--- src/hdl/flash_ctrl_pkg.sv ---
// Package for the parallel flash host controller.
// Assumes a 250 MHz clk and a flash part on an asynchronous parallel bus.
package flash_ctrl_pkg;

    // ****************************************
    // Bus widths
    // ****************************************
    localparam int ADDR_W = 17;
    localparam int DATA_W = 16;

    // ****************************************
    // Command addresses and codes
    // ****************************************
    localparam logic [16:0] UNLOCK_ADDR1   = 17'h05555;
    localparam logic [16:0] UNLOCK_ADDR2   = 17'h02AAA;
    localparam logic [16:0] LOCK_STAT_ADDR = 17'h00002;
    localparam logic [7:0]  UNLOCK_DATA1   = 8'hAA;
    localparam logic [7:0]  UNLOCK_DATA2   = 8'h55;
    localparam logic [7:0]  CMD_ERASE_PRE  = 8'h80;
    localparam logic [7:0]  CMD_CHIP_ERASE = 8'h10;
    localparam logic [7:0]  CMD_SECT_ERASE = 8'h30;
    localparam logic [7:0]  CMD_PROGRAM    = 8'hA0;
    localparam logic [7:0]  CMD_LOCKOUT    = 8'h40;
    localparam logic [7:0]  CMD_ID_ENTRY   = 8'h90;
    localparam logic [7:0]  CMD_ID_EXIT    = 8'hF0;

    // ****************************************
    // Sector addresses
    // ****************************************
    localparam logic [16:0] SECT_BOOT   = 17'h01000;
    localparam logic [16:0] SECT_PARAM1 = 17'h02000;
    localparam logic [16:0] SECT_PARAM2 = 17'h03000;
    localparam logic [16:0] SECT_MAIN   = 17'h1F000;
    localparam logic [16:0] BOOT_TOP    = 17'h01FFF;

    // ****************************************
    // Status bit positions
    // ****************************************
    localparam int DQ_LOCK   = 0;
    localparam int DQ_TOGGLE = 6;
    localparam int DQ_POLL   = 7;

    // ****************************************
    // Bus timing
    // ****************************************
    localparam int CLK_PS       = 4000;
    localparam int ACCESS_NS    = 90;
    localparam int STROBE_NS    = 40;
    localparam int SETUP_NS     = 8;
    localparam int ACCESS_CYC   = (ACCESS_NS * 1000 + CLK_PS - 1) / CLK_PS;
    localparam int STROBE_CYC   = (STROBE_NS * 1000 + CLK_PS - 1) / CLK_PS;
    localparam int SETUP_CYC    = (SETUP_NS * 1000 + CLK_PS - 1) / CLK_PS;
    localparam int CNT_W        = 8;
    localparam int POLL_LIMIT   = 32'd100000000;

    // ****************************************
    // Types
    // ****************************************
    typedef enum logic [2:0] {
        OP_READ, OP_PROGRAM, OP_CHIP_ERASE, OP_SECT_ERASE,
        OP_LOCKOUT, OP_LOCK_QUERY
    } op_t;

    typedef struct packed {
        op_t               op;
        logic [ADDR_W-1:0] addr;
        logic [DATA_W-1:0] data;
        logic              byteMode;
    } req_t;

    typedef struct packed {
        logic              done;
        logic              timeout;
        logic [DATA_W-1:0] data;
    } rsp_t;

    typedef struct packed {
        logic [ADDR_W-1:0] addr;
        logic [DATA_W-1:0] data;
        logic              write;
    } cycle_t;

endpackage

--- src/hdl/flash_bus_cycle.sv ---
// One flash bus cycle: a write strobe or a timed read.
// Assumes the flash sits on the pins driven here; read data is synchronised.
`timescale 1ns/1ps
module flash_bus_cycle (
    // Clock and reset
    input  wire logic                              clk,
    input  wire logic                              rst,
    // Cycle request
    input  wire logic                              start,
    input  wire flash_ctrl_pkg::cycle_t            cyc,
    output logic                                   busy,
    output logic                                   done,
    output logic [flash_ctrl_pkg::DATA_W-1:0]      rdData,
    // Flash pins
    output logic                                   chipSel_n,
    output logic                                   outEn_n,
    output logic                                   writeStb_n,
    output logic [flash_ctrl_pkg::ADDR_W-1:0]      addrPin,
    output logic [flash_ctrl_pkg::DATA_W-1:0]      dataOut,
    output logic                                   dataOe_n,
    input  wire logic [flash_ctrl_pkg::DATA_W-1:0] dataIn
);
    import flash_ctrl_pkg::*;

    typedef enum logic [1:0] {IDLE, SETUP, STROBE, HOLD} bstate_t;

    bstate_t                 state;
    logic [CNT_W-1:0]        cnt;
    logic                    isWrite;
    logic [DATA_W-1:0]       syncA;
    logic [DATA_W-1:0]       syncB;

    assign busy = (state != IDLE);

    // ****************************************
    // Read data synchroniser
    // ****************************************
    always_ff @(posedge clk or posedge rst) begin
        if (rst) begin
            syncA <= '0;
            syncB <= '0;
        end else begin
            syncA <= dataIn;
            syncB <= syncA;
        end
    end

    // ****************************************
    // Cycle sequencer
    // ****************************************
    always_ff @(posedge clk or posedge rst) begin
        if (rst) begin
            state      <= IDLE;
            cnt        <= '0;
            isWrite    <= 1'b0;
            done       <= 1'b0;
            rdData     <= '0;
            chipSel_n  <= 1'b1;
            outEn_n    <= 1'b1;
            writeStb_n <= 1'b1;
            addrPin    <= '0;
            dataOut    <= '0;
            dataOe_n   <= 1'b1;
        end else begin
            done <= 1'b0;
            unique case (state)
                IDLE: begin
                    if (start) begin
                        addrPin   <= cyc.addr;
                        dataOut   <= cyc.data;
                        isWrite   <= cyc.write;
                        dataOe_n  <= !cyc.write;
                        chipSel_n <= 1'b0;
                        cnt       <= CNT_W'(SETUP_CYC);
                        state     <= SETUP;
                    end
                end
                SETUP: begin
                    if (cnt == '0) begin
                        writeStb_n <= !isWrite;
                        outEn_n    <= isWrite;
                        cnt        <= isWrite ? CNT_W'(STROBE_CYC) : CNT_W'(ACCESS_CYC + 2);
                        state      <= STROBE;
                    end else begin
                        cnt <= cnt - 1'b1;
                    end
                end
                STROBE: begin
                    if (cnt == '0) begin
                        writeStb_n <= 1'b1;
                        outEn_n    <= 1'b1;
                        rdData     <= syncB;
                        cnt        <= CNT_W'(SETUP_CYC);
                        state      <= HOLD;
                    end else begin
                        cnt <= cnt - 1'b1;
                    end
                end
                HOLD: begin
                    chipSel_n <= 1'b1;
                    if (cnt == '0) begin
                        dataOe_n <= 1'b1;
                        done     <= 1'b1;
                        state    <= IDLE;
                    end else begin
                        cnt <= cnt - 1'b1;
                    end
                end
            endcase
        end
    end

endmodule

--- src/hdl/flash_host_ctrl.sv ---
// Host controller for a parallel NOR flash: reads, program, erase, lockout.
// Assumes the flash pins connect directly; user requests come on a plain port list.
//
// Overview of operation
// - Host writes commands by strobing with output enable high.
// - Host erases whichever block the caller names; erase order across blocks is left to the caller.
// - Host enables lockout with a six-cycle command sequence.
// - In identification mode, address two bit zero shows lock status.
`timescale 1ns/1ps
module flash_host_ctrl (
    // Clock and reset
    input  wire logic                              clk,
    input  wire logic                              rst,
    // User requests
    input  wire logic                              reqValid,
    output logic                                   reqReady,
    input  wire flash_ctrl_pkg::req_t              req,
    output flash_ctrl_pkg::rsp_t                   rsp,
    input  wire logic                              abort,
    input  wire logic                              overrideLock,
    // Flash pins
    output logic                                   chipSel_n,
    output logic                                   outEn_n,
    output logic                                   writeStb_n,
    output logic                                   flashReset_n,
    output logic                                   resetHighVolt,
    output logic                                   byteSel,
    output logic [flash_ctrl_pkg::ADDR_W-1:0]      addrPin,
    output logic [flash_ctrl_pkg::DATA_W-1:0]      dataOut,
    output logic                                   dataOe_n,
    input  wire logic [flash_ctrl_pkg::DATA_W-1:0] dataIn
);
    import flash_ctrl_pkg::*;

    typedef enum logic [2:0] {IDLE, CMD, RDSTAT, DONE} state_t;

    state_t               state;
    req_t                 cur;
    logic [2:0]           step;
    logic [2:0]           nSteps;
    logic                 cycStart;
    cycle_t               cyc;
    logic                 cycBusy;
    logic                 cycDone;
    logic [DATA_W-1:0]    cycData;
    logic                 pollPhase;
    logic                 havePrev;
    logic [DATA_W-1:0]    prevRead;
    logic [31:0]          pollCnt;

    // Builds one write cycle with the command in the low byte
    function automatic cycle_t wr(input logic [ADDR_W-1:0] a, input logic [7:0] d);
        cycle_t c;
        c.addr  = a;
        c.data  = {8'h00, d};
        c.write = 1'b1;
        return c;
    endfunction

    // Byte mode shifts the address right by one and drops its low bit
    function automatic logic [ADDR_W-1:0] pinAddr(input req_t r);
        return r.byteMode ? (r.addr >> 1) : r.addr;
    endfunction

    // ****************************************
    // Bus cycle engine
    // ****************************************
    flash_bus_cycle u_cycle (
        .clk        (clk),
        .rst        (rst),
        .start      (cycStart),
        .cyc        (cyc),
        .busy       (cycBusy),
        .done       (cycDone),
        .rdData     (cycData),
        .chipSel_n  (chipSel_n),
        .outEn_n    (outEn_n),
        .writeStb_n (writeStb_n),
        .addrPin    (addrPin),
        .dataOut    (dataOut),
        .dataOe_n   (dataOe_n),
        .dataIn     (dataIn)
    );

    assign reqReady = (state == IDLE);

    // ****************************************
    // Command step table
    // ****************************************
    always_comb begin
        cyc    = wr(UNLOCK_ADDR1, UNLOCK_DATA1);
        nSteps = 3'd6;
        unique case (cur.op)
            OP_READ: begin
                nSteps     = 3'd1;
                cyc.addr   = pinAddr(cur);
                cyc.data   = '0;
                cyc.write  = 1'b0;
            end
            OP_PROGRAM: nSteps = 3'd4;
            OP_LOCK_QUERY: nSteps = 3'd7;
            default: nSteps = 3'd6;
        endcase
        if (cur.op != OP_READ) begin
            unique case (step)
                3'd0: cyc = wr(UNLOCK_ADDR1, UNLOCK_DATA1);
                3'd1: cyc = wr(UNLOCK_ADDR2, UNLOCK_DATA2);
                3'd2: cyc = wr(UNLOCK_ADDR1, (cur.op == OP_PROGRAM) ? CMD_PROGRAM :
                               (cur.op == OP_LOCK_QUERY) ? CMD_ID_ENTRY : CMD_ERASE_PRE);
                3'd3: begin
                    if (cur.op == OP_PROGRAM) begin
                        cyc      = wr(pinAddr(cur), 8'h00);
                        cyc.data = cur.byteMode ? {8'h00, cur.data[7:0]} : cur.data;
                    end else if (cur.op == OP_LOCK_QUERY) begin
                        cyc       = wr(LOCK_STAT_ADDR, 8'h00);
                        cyc.write = 1'b0;
                    end else begin
                        cyc = wr(UNLOCK_ADDR1, UNLOCK_DATA1);
                    end
                end
                3'd4: cyc = wr((cur.op == OP_LOCK_QUERY) ? UNLOCK_ADDR1 : UNLOCK_ADDR2,
                               (cur.op == OP_LOCK_QUERY) ? UNLOCK_DATA1 : UNLOCK_DATA2);
                3'd5: begin
                    unique case (cur.op)
                        OP_CHIP_ERASE: cyc = wr(UNLOCK_ADDR1, CMD_CHIP_ERASE);
                        // Erase order across blocks set by caller
                        OP_SECT_ERASE: cyc = wr(cur.addr, CMD_SECT_ERASE);
                        OP_LOCKOUT: cyc = wr(UNLOCK_ADDR1, CMD_LOCKOUT);
                        default: cyc = wr(UNLOCK_ADDR2, UNLOCK_DATA2);
                    endcase
                end
                default: cyc = wr(UNLOCK_ADDR1, CMD_ID_EXIT);
            endcase
            if (pollPhase) begin
                cyc.addr  = (cur.op == OP_PROGRAM) ? pinAddr(cur) : '0;
                cyc.data  = '0;
                cyc.write = 1'b0;
            end
        end
    end

    // ****************************************
    // Reset and width pins
    // ****************************************
    always_ff @(posedge clk or posedge rst) begin
        if (rst) begin
            flashReset_n  <= 1'b0;
            resetHighVolt <= 1'b0;
            byteSel       <= 1'b1;
        end else begin
            flashReset_n  <= !abort;
            resetHighVolt <= overrideLock && (state != IDLE);
            if (reqValid && reqReady) begin
                byteSel <= !req.byteMode;
            end
        end
    end

    // ****************************************
    // Sequencer
    // ****************************************
    always_ff @(posedge clk or posedge rst) begin
        if (rst) begin
            state     <= IDLE;
            cur       <= '0;
            step      <= '0;
            cycStart  <= 1'b0;
            pollPhase <= 1'b0;
            havePrev  <= 1'b0;
            prevRead  <= '0;
            pollCnt   <= '0;
            rsp       <= '0;
        end else begin
            cycStart <= 1'b0;
            rsp.done <= 1'b0;
            unique case (state)
                IDLE: begin
                    if (reqValid) begin
                        cur       <= req;
                        step      <= '0;
                        pollPhase <= 1'b0;
                        havePrev  <= 1'b0;
                        pollCnt   <= '0;
                        cycStart  <= 1'b1;
                        state     <= CMD;
                    end
                end
                CMD: begin
                    if (abort && !cycBusy && !cycStart) begin
                        rsp.timeout <= 1'b1;
                        state       <= DONE;
                    end else if (cycDone) begin
                        if (cur.op == OP_LOCK_QUERY && step == 3'd3) begin
                            rsp.data <= {15'h0000, cycData[DQ_LOCK]};
                        end
                        if (cur.op == OP_READ) begin
                            rsp.data <= cycData;
                        end
                        if (step == nSteps - 3'd1 || pollPhase) begin
                            if (cur.op == OP_READ || cur.op == OP_LOCK_QUERY) begin
                                state <= DONE;
                            end else begin
                                state <= RDSTAT;
                            end
                        end else begin
                            step     <= step + 3'd1;
                            cycStart <= 1'b1;
                        end
                    end
                end
                RDSTAT: begin
                    pollPhase <= 1'b1;
                    if (abort) begin
                        rsp.timeout <= 1'b1;
                        state       <= DONE;
                    end else if (!pollPhase) begin
                        cycStart <= 1'b1;
                        state    <= CMD;
                    end else if (havePrev &&
                                 cycData[DQ_TOGGLE] == prevRead[DQ_TOGGLE]) begin
                        rsp.timeout <= 1'b0;
                        rsp.data    <= cycData;
                        state       <= DONE;
                    end else if (pollCnt == 32'(POLL_LIMIT)) begin
                        rsp.timeout <= 1'b1;
                        state       <= DONE;
                    end else begin
                        havePrev <= 1'b1;
                        prevRead <= cycData;
                        pollCnt  <= pollCnt + 32'd1;
                        cycStart <= 1'b1;
                        state    <= CMD;
                    end
                end
                DONE: begin
                    rsp.done <= 1'b1;
                    state    <= IDLE;
                end
                default: state <= IDLE;
            endcase
            if (state == IDLE && reqValid) begin
                rsp.timeout <= 1'b0;
            end
        end
    end

endmodule

--- config.mk ---
export PLATFORM = sky130hd
export DESIGN_NAME = flash_host_ctrl
export DESIGN_NICKNAME = d
export VERILOG_FILES = /design/src/hdl/flash_ctrl_pkg.sv /design/src/hdl/flash_bus_cycle.sv /design/src/hdl/flash_host_ctrl.sv
export SDC_FILE = /design/constraint.sdc
export NUM_CORES = 1
export LEC_CHECK = 0
export ABC_AREA = 0
export BUFFER_PORTS_ARGS = -buffer_cell sky130_fd_sc_hd__buf_2
export CAP_MARGIN = 20
export CORE_MARGIN = 3
export CORE_UTILIZATION = 60
export CTS_CLUSTER_DIAMETER = 150
export DETAILED_ROUTE_END_ITERATION = 7
export GPL_TIMING_DRIVEN = 0
export PLACE_DENSITY = 0.82
export RECOVER_POWER = 50
export SYNTH_ARGS = -nofsm -noshare
export SYNTH_HDL_FRONTEND = slang
export SYNTH_SLANG_ARGS = --single-unit
--- constraint.sdc ---
create_clock -name clk -period 21.7 [get_ports clk]
set_clock_uncertainty 0.15 [all_clocks]
set_input_delay 4.34 -clock clk [delete_from_list [all_inputs] [get_ports clk]]
set_output_delay 4.34 -clock clk [all_outputs]
set_load 0.005 [all_outputs]
; ---- Word-level counts from Yosys, hierarchy flattened
; Index checks and enable logic that the tools add are counted.
[totals]
latch_bits = 0
elab_cells = 207
ram_bits = 0
inputBits = 58
mem_count = 0
rom_bits = 0
output_inout_bits = 59
regBits = 203
[op_classes]
mul = 0
add_sub_neg = 4
n_reduce_logical = 43
n_eq_ne = 39
n_bitwise = 3
magnitude_cmp = 0
shifts = 0
mux = 88
n_div = 0
[op_table]
columns = op, count
row1 = 34-bit one-hot mux with 6 select lines, 1
row2 = 32-bit two-way mux, 6
row3 = 34-bit two-way mux, 4
row4 = 16-bit two-way mux, 7
row5 = 34-bit one-hot mux with 3 select lines, 1
row6 = 32-bit one-hot mux with 2 select lines, 1
row7 = 17-bit two-way mux, 3
row8 = 8-bit two-way mux, 5
row9 = 17-bit one-hot mux with 2 select lines, 1
row10 = 3-bit two-way mux, 11
row11 = 32-bit by 1-bit adder with 32-bit output (second input constant), 1
row12 = 32-bit by 27-bit equality test with 1-bit output (second input constant), 1
row13 = 8-bit one-hot mux with 4 select lines, 1
row14 = 1-bit two-way mux, 27
row15 = 2-bit != test (second input constant), 10
row16 = 3-bit by 2-bit equality test with 1-bit output (second input constant), 6
row17 = 3-bit one-hot mux with 3 select lines, 2
row18 = 15-bit two-way mux, 1
row19 = 3-bit equality test (second input constant), 4
row20 = 1-bit one-hot mux with 2 select lines, 6
row21 = 2-bit AND reduction, 6
row22 = 2-bit nonzero test, 6
row23 = 2-bit two-way mux, 5
row24 = 5-bit two-way mux, 2
row25 = 30 further kinds, 59

; ---- Longest topological paths before layout
[logic_depth]
depth_word = 9
mapped_depth = 9
ltp_nobuf = 7

; ---- Modules after synthesis
; From an unflattened synthesis, not the netlist that was laid out.
[unflattened]
cells_unflattened = 857
area_unflattened_um2 = 9002.4
[modules_own_cells]
columns = module, area_per_inst_um2, cells_each, seq_area_each_um2, instances
row1 = flash_host_ctrl, 5343.9, 618, 2478.6, 1
row2 = flash_bus_cycle, 3658.5, 239, 2432.3, 1

; ---- Worst setup path after synthesis
; Ideal clock, no wire load.
[synth_timing]
path_kind = input to register
startpoint = input abort
endpoint = register pollCnt[12]
path_buffers = 2
arrival_time_ps = 5553
required_ps = 21410
setup_slack_ps = 15857
path_stages = 7
setup_time_ps = 140
cell_sequence = nand2b_1 -> a211oi_4 -> o21ai_2 -> buf_2 -> clkbuf_8 -> o311ai_0 -> o41ai_1
[synth_via]
elab_chain_len = 2
[synth_lines]
columns = item, line
row1 = "start, declared", flash_host_ctrl.sv:19  ; input wire logic abort,
row2 = 2-bit != test (no source line), --
row3 = 6-bit AND reduction (no source line), --
row4 = "end signal, assigned", flash_host_ctrl.sv:230  ; pollCnt <= pollCnt + 32'd1;
row5 = "end, declared", flash_host_ctrl.sv:49  ; logic [31:0] pollCnt;
; No other way between the ends.
; A chain may end at the register's enable or synchronous reset.

==> metrics.txt <==
# TYPE chip_impl_metric gauge
chip_impl_metric{name="design.portCount",unit=""} 117
chip_impl_metric{name="finalHoldWorstSlack",unit="ns"} 0.2009
chip_impl_metric{name="dp_slack",unit="ns"} 15.35
chip_impl_metric{name="timing.final.hold_violations",unit=""} 0
chip_impl_info{name="cp_max_stage_cell",value="clkbuf_1"} 1
chip_impl_metric{name="crit_required",unit="ns"} 20.78
chip_impl_info{name="failed_checks",value="max-capacitance violations, max-slew violations"} 1
chip_impl_info{name="rsz0062_at_grt",value="false"} 1
chip_impl_info{name="startpoint_class",value="primary input"} 1
chip_impl_metric{name="synth_area_per_cell",unit="sq um"} 10.12
chip_impl_metric{name="reg2reg_slack",unit="ns"} 17.95
chip_impl_metric{name="timing.setup.tns",unit="ns"} 0
chip_impl_metric{name="final.period_utilization",unit="%"} 53.19
chip_impl_info{name="tritoncts",value="yes"} 1
chip_impl_metric{name="synth-warning-count",unit=""} 0
chip_impl_metric{name="clk_latency",unit="ns"} 0.43
chip_impl_metric{name="place.port_buffers",unit=""} 116
chip_impl_info{name="beginning_of_the_worst_register_to_register_path",value="step[2]$_DFFE_PP0P_"} 1
chip_impl_metric{name="detailroute.via_count",unit=""} 7445
chip_impl_metric{name="timing.final.setup_violations",unit=""} 0
chip_impl_info{name="delay_heaviest_family_cp",value="buffers and inverters"} 1
chip_impl_metric{name="r2r_cells",unit=""} 7
chip_impl_info{name="netlist_top_cells_area",value="dfrtp_1 (52%), nand2_1 (7.0%), mux2_2 (3.4%)"} 1
chip_impl_metric{name="syn-instance-count",unit=""} 905
chip_impl_metric{name="drv_cap",unit=""} 3
chip_impl_metric{name="grt_util_all_layers",unit="%"} 26.97
chip_impl_info{name="synth_common_cells",value="dfrtp_1 (191), nand2_1 (172), a21oi_1 (55)"} 1
chip_impl_metric{name="dp_hpwl",unit="um"} 15050
chip_impl_metric{name="fp.dieArea",unit="sq mm"} 0.01679
chip_impl_metric{name="power.leakage",unit="uW"} 0.005090
chip_impl_metric{name="ys_ff_latch",unit=""} 196
chip_impl_metric{name="worst-endpoint-arrival",unit="ns"} 10.62
chip_impl_metric{name="grt_pass1_vias",unit=""} 7169
chip_impl_metric{name="layout_min_cycle_time",unit="ns"} 11.54
chip_impl_info{name="synth_top_flop_cell",value="dfrtp_1"} 1
chip_impl_metric{name="holdPathStages",unit=""} 0
chip_impl_metric{name="cts_setup_buffers",unit=""} 0
chip_impl_metric{name="gp_routability_congestion",unit=""} 0.8788
chip_impl_metric{name="netlist-cell-type-count",unit=""} 75
chip_impl_metric{name="asyncSetResetFlopFracSynth",unit="%"} 100.0
chip_impl_metric{name="slew-limit-headroom",unit="%"} -263.3
chip_impl_info{name="r2r-end",value="u_cycle.dataOut[10]$_DFFE_PP0P_"} 1
chip_impl_info{name="clockRootBuffer",value="clkbuf_16"} 1
chip_impl_metric{name="synth-compound-area-share",unit="%"} 13.52
chip_impl_metric{name="slew_viol_final",unit=""} 200
chip_impl_metric{name="area_growth",unit="%"} 15.03
chip_impl_metric{name="coreArea",unit="sq mm"} 0.01475
chip_impl_metric{name="dr.pass1.iters",unit=""} 6
chip_impl_metric{name="synth_area",unit="sq mm"} 0.009163
chip_impl_metric{name="route.antenna.remaining_nets",unit=""} 0
chip_impl_info{name="holdCritStartpoint",value="u_cycle.syncA[11]$_DFF_PP0_"} 1
chip_impl_metric{name="max-clock-path-buffers",unit=""} 2
chip_impl_metric{name="critical_path.max_fanout",unit=""} 107
chip_impl_metric{name="grt_start_max_net_pins",unit=""} 108
chip_impl_info{name="main_combinational_cell_family_by_area_after_synthesis",value="simple AND/OR/NAND/NOR gates"} 1
chip_impl_metric{name="synth_xor_area_share",unit="%"} 0.9559
chip_impl_metric{name="post_route_cells_drive_above_1_share",unit="%"} 19.73
chip_impl_metric{name="viasPerCell",unit=""} 6.014
chip_impl_metric{name="cts.reportedPaths.clkPinSlew",unit="ns"} 0.07
chip_impl_metric{name="grt_remaining_overflow",unit=""} 0
chip_impl_metric{name="rows",unit=""} 44
chip_impl_metric{name="cts.htree.levels",unit=""} 4
chip_impl_metric{name="first_iter_violations",unit=""} 619
chip_impl_metric{name="synth-simple-area-share",unit="%"} 19.31
chip_impl_metric{name="post_layout_nonfiller_instances",unit=""} 1238
chip_impl_metric{name="floorplan.die.width",unit="um"} 129.6
chip_impl_info{name="post-synth-top-count-cell",value="dfrtp_1"} 1
chip_impl_metric{name="drc",unit=""} 0
chip_impl_metric{name="worst_stage_delay_on_the_critical_path",unit="ns"} 3.95
chip_impl_metric{name="fp.dieH",unit="um"} 129.6
chip_impl_info{name="cp-end-kind",value="async pin"} 1
chip_impl_info{name="critPathKind",value="primary input to async pin"} 1
chip_impl_metric{name="postLayoutCellArea",unit="sq mm"} 0.01054
chip_impl_metric{name="wl_per_cell",unit="um"} 18.04
chip_impl_metric{name="post_cts_hold_buffer_count",unit=""} 0
chip_impl_metric{name="ys_seq_area_share",unit="%"} 53.60
chip_impl_metric{name="synth_top_cell_area_share",unit="%"} 52.16
chip_impl_metric{name="placed_cells",unit=""} 1206
chip_impl_metric{name="clkSinkCount",unit=""} 196
chip_impl_metric{name="area_post_placement",unit="sq mm"} 0.01001
chip_impl_metric{name="number_of_enable_type_register_cells_in_the_synthesized_netlist",unit=""} 0
chip_impl_metric{name="antenna_found_initial",unit=""} 1
chip_impl_metric{name="initial_utilization",unit="%"} 62.10
chip_impl_info{name="cp_common_cell",value="clkbuf_1"} 1
chip_impl_metric{name="finalWorstSetupSlack",unit="ns"} 10.16
chip_impl_metric{name="postCtsResizedCells",unit=""} 0
chip_impl_metric{name="tightest_slew",unit="ns"} 5.449
chip_impl_info{name="largest_area_contributor_in_the_netlist",value="dfrtp_1"} 1
chip_impl_metric{name="multiplexer_share_of_the_synthesized_area",unit="%"} 6.719
chip_impl_metric{name="power.density_cell_area",unit="mW/mm^2"} 126.9
chip_impl_info{name="critPathLaunch",value="rst"} 1
chip_impl_info{name="timing.critical_path.cells",value="clkbuf_1 -> clkinvlp_2 -> clkbuf_1"} 1
chip_impl_metric{name="synth_fp_nets",unit=""} 977
chip_impl_metric{name="diodes",unit=""} 0
chip_impl_info{name="worstHoldEndpoint",value="u_cycle.syncB[11]$_DFF_PP0_"} 1
chip_impl_metric{name="detail_route.wirelength",unit="um"} 22330
chip_impl_info{name="outcome",value="finished with violations"} 1
chip_impl_metric{name="yosys.area_share.adder",unit="%"} 1.912
chip_impl_metric{name="irDropWorstVdd",unit="mV"} 0.08478
chip_impl_metric{name="buffering_stage_count_on_the_worst_path_with_inverters_included",unit=""} 3
chip_impl_metric{name="maxClockFrequency",unit="MHz"} 86.63
chip_impl_metric{name="wire_length_of_the_first_global_routing_pass",unit="um"} 35810
chip_impl_metric{name="design.final.nets",unit=""} 1114
chip_impl_metric{name="numCtsBuffers",unit=""} 17
chip_impl_info{name="hold_class",value="flip-flop to flip-flop"} 1
[registers in the layout, summed over array words and instances (netlist names), 3 cells and up]
signal           count
u_cycle.cnt          8
rsp                 18
pollCnt             32
cur                 37
u_cycle.syncA       16
step                 3
u_cycle.addrPin     17
u_cycle.syncB       16
u_cycle.rdData      16
u_cycle.dataOut     16
[stage by stage]
step	util (%)	power, uW
finish	71.44	1337
global route	71.44	1426
floorplan	-	862.9
detailed placement	67.83	1020
global placement	67.60	996.3
CTS	71.84	1343
[cells by family (layout without fill, tap and decap cells)]
kind of cell               count (synthesis)  count (layout)
AOI/OAI and AO/OA                        187             187
xor gates and xnor gates                  10              10
adders and majority gates                 14              14
buffers and inverters                     85             234
DFF                                      196             196
muxes                                     58              58
and+or+nand+nor                          355             355
[power breakdown]
group	switching, uW	internal, uW	leakage [uW]
logic	275	196	0.00232
clock network	151	164	0.000280
registers	78.8	473	0.00249
[placed cells by master, fill, tap and decap left out, types with 4 or more instances in the layout]
cell type  instances
nor4b_1            5
mux2_2            28
and3_1             5
a22o_1             9
nor2b_1           11
buf_2            120
a21oi_1           55
xor2_1             6
a221o_1            8
o31ai_1           15
or2_2              6
nand3_1           27
dfrtp_1          191
nand2_1          172
o21ai_0           41
inv_8              4
xnor2_1            4
o32ai_1            4
a2bb2oi_1         11
or3_1             13
clkbuf_1          42
nand2b_1          10
inv_1             33
o21bai_1           4
dfstp_2            5
nand4_1            8
o21a_1             4
ha_1              14
or4_1             12
a31oi_1            6
nor2_1            38
clkbuf_16         17
a21o_1             5
mux2i_1           30
nor3_1            18
[layer usage]
metal,part of all wire (%),up-vias,global-route usage (%)
met4,2.2,2,9.169
li1,-,3466,-
met2,49,300,42.58
met3,7.0,49,6.430
met5,0.031,-,0
met1,42,3628,37.05
[layout make-up]
class	instances	area, sq um
sequential	196	4911
fill	1083	4214
multi-input combinational	624	3880
timing repair buffer	118	584.3
clock buffer	17	425.4
tap	184	230.2
buffer	50	211.5
clock inverter	14	165.2
inverter	35	132.6
[worst register-to-register path, cell delays in order, from the launching register on]
cell,delay [ns]
dfrtp_1,0.36
clkbuf_1,0.22
inv_1,0.21
ha_1,0.27
clkinv_1,0.34
nor3_1,0.63
nor4b_1,1.25
a22o_1,0.28
[how the worst max path moves through the flow]
stage | slack (ns) | cells past startpoint | to
after floorplan | 11.88 | 1 | cur[0]$_DFFE_PP0P_
after global placement | 9.85 | 2 | cur[9]$_DFFE_PP0P_
after detailed placement | 15.35 | 7 | rsp[2]$_DFFE_PP0P_
after CTS | 15.72 | 7 | rsp[2]$_DFFE_PP0P_
after global routing | 8.72 | 3 | u_cycle.addrPin[1]$_DFFE_PP0P_
final | 10.16 | 3 | cur[0]$_DFFE_PP0P_
Power figures use the tool's default switching activity.
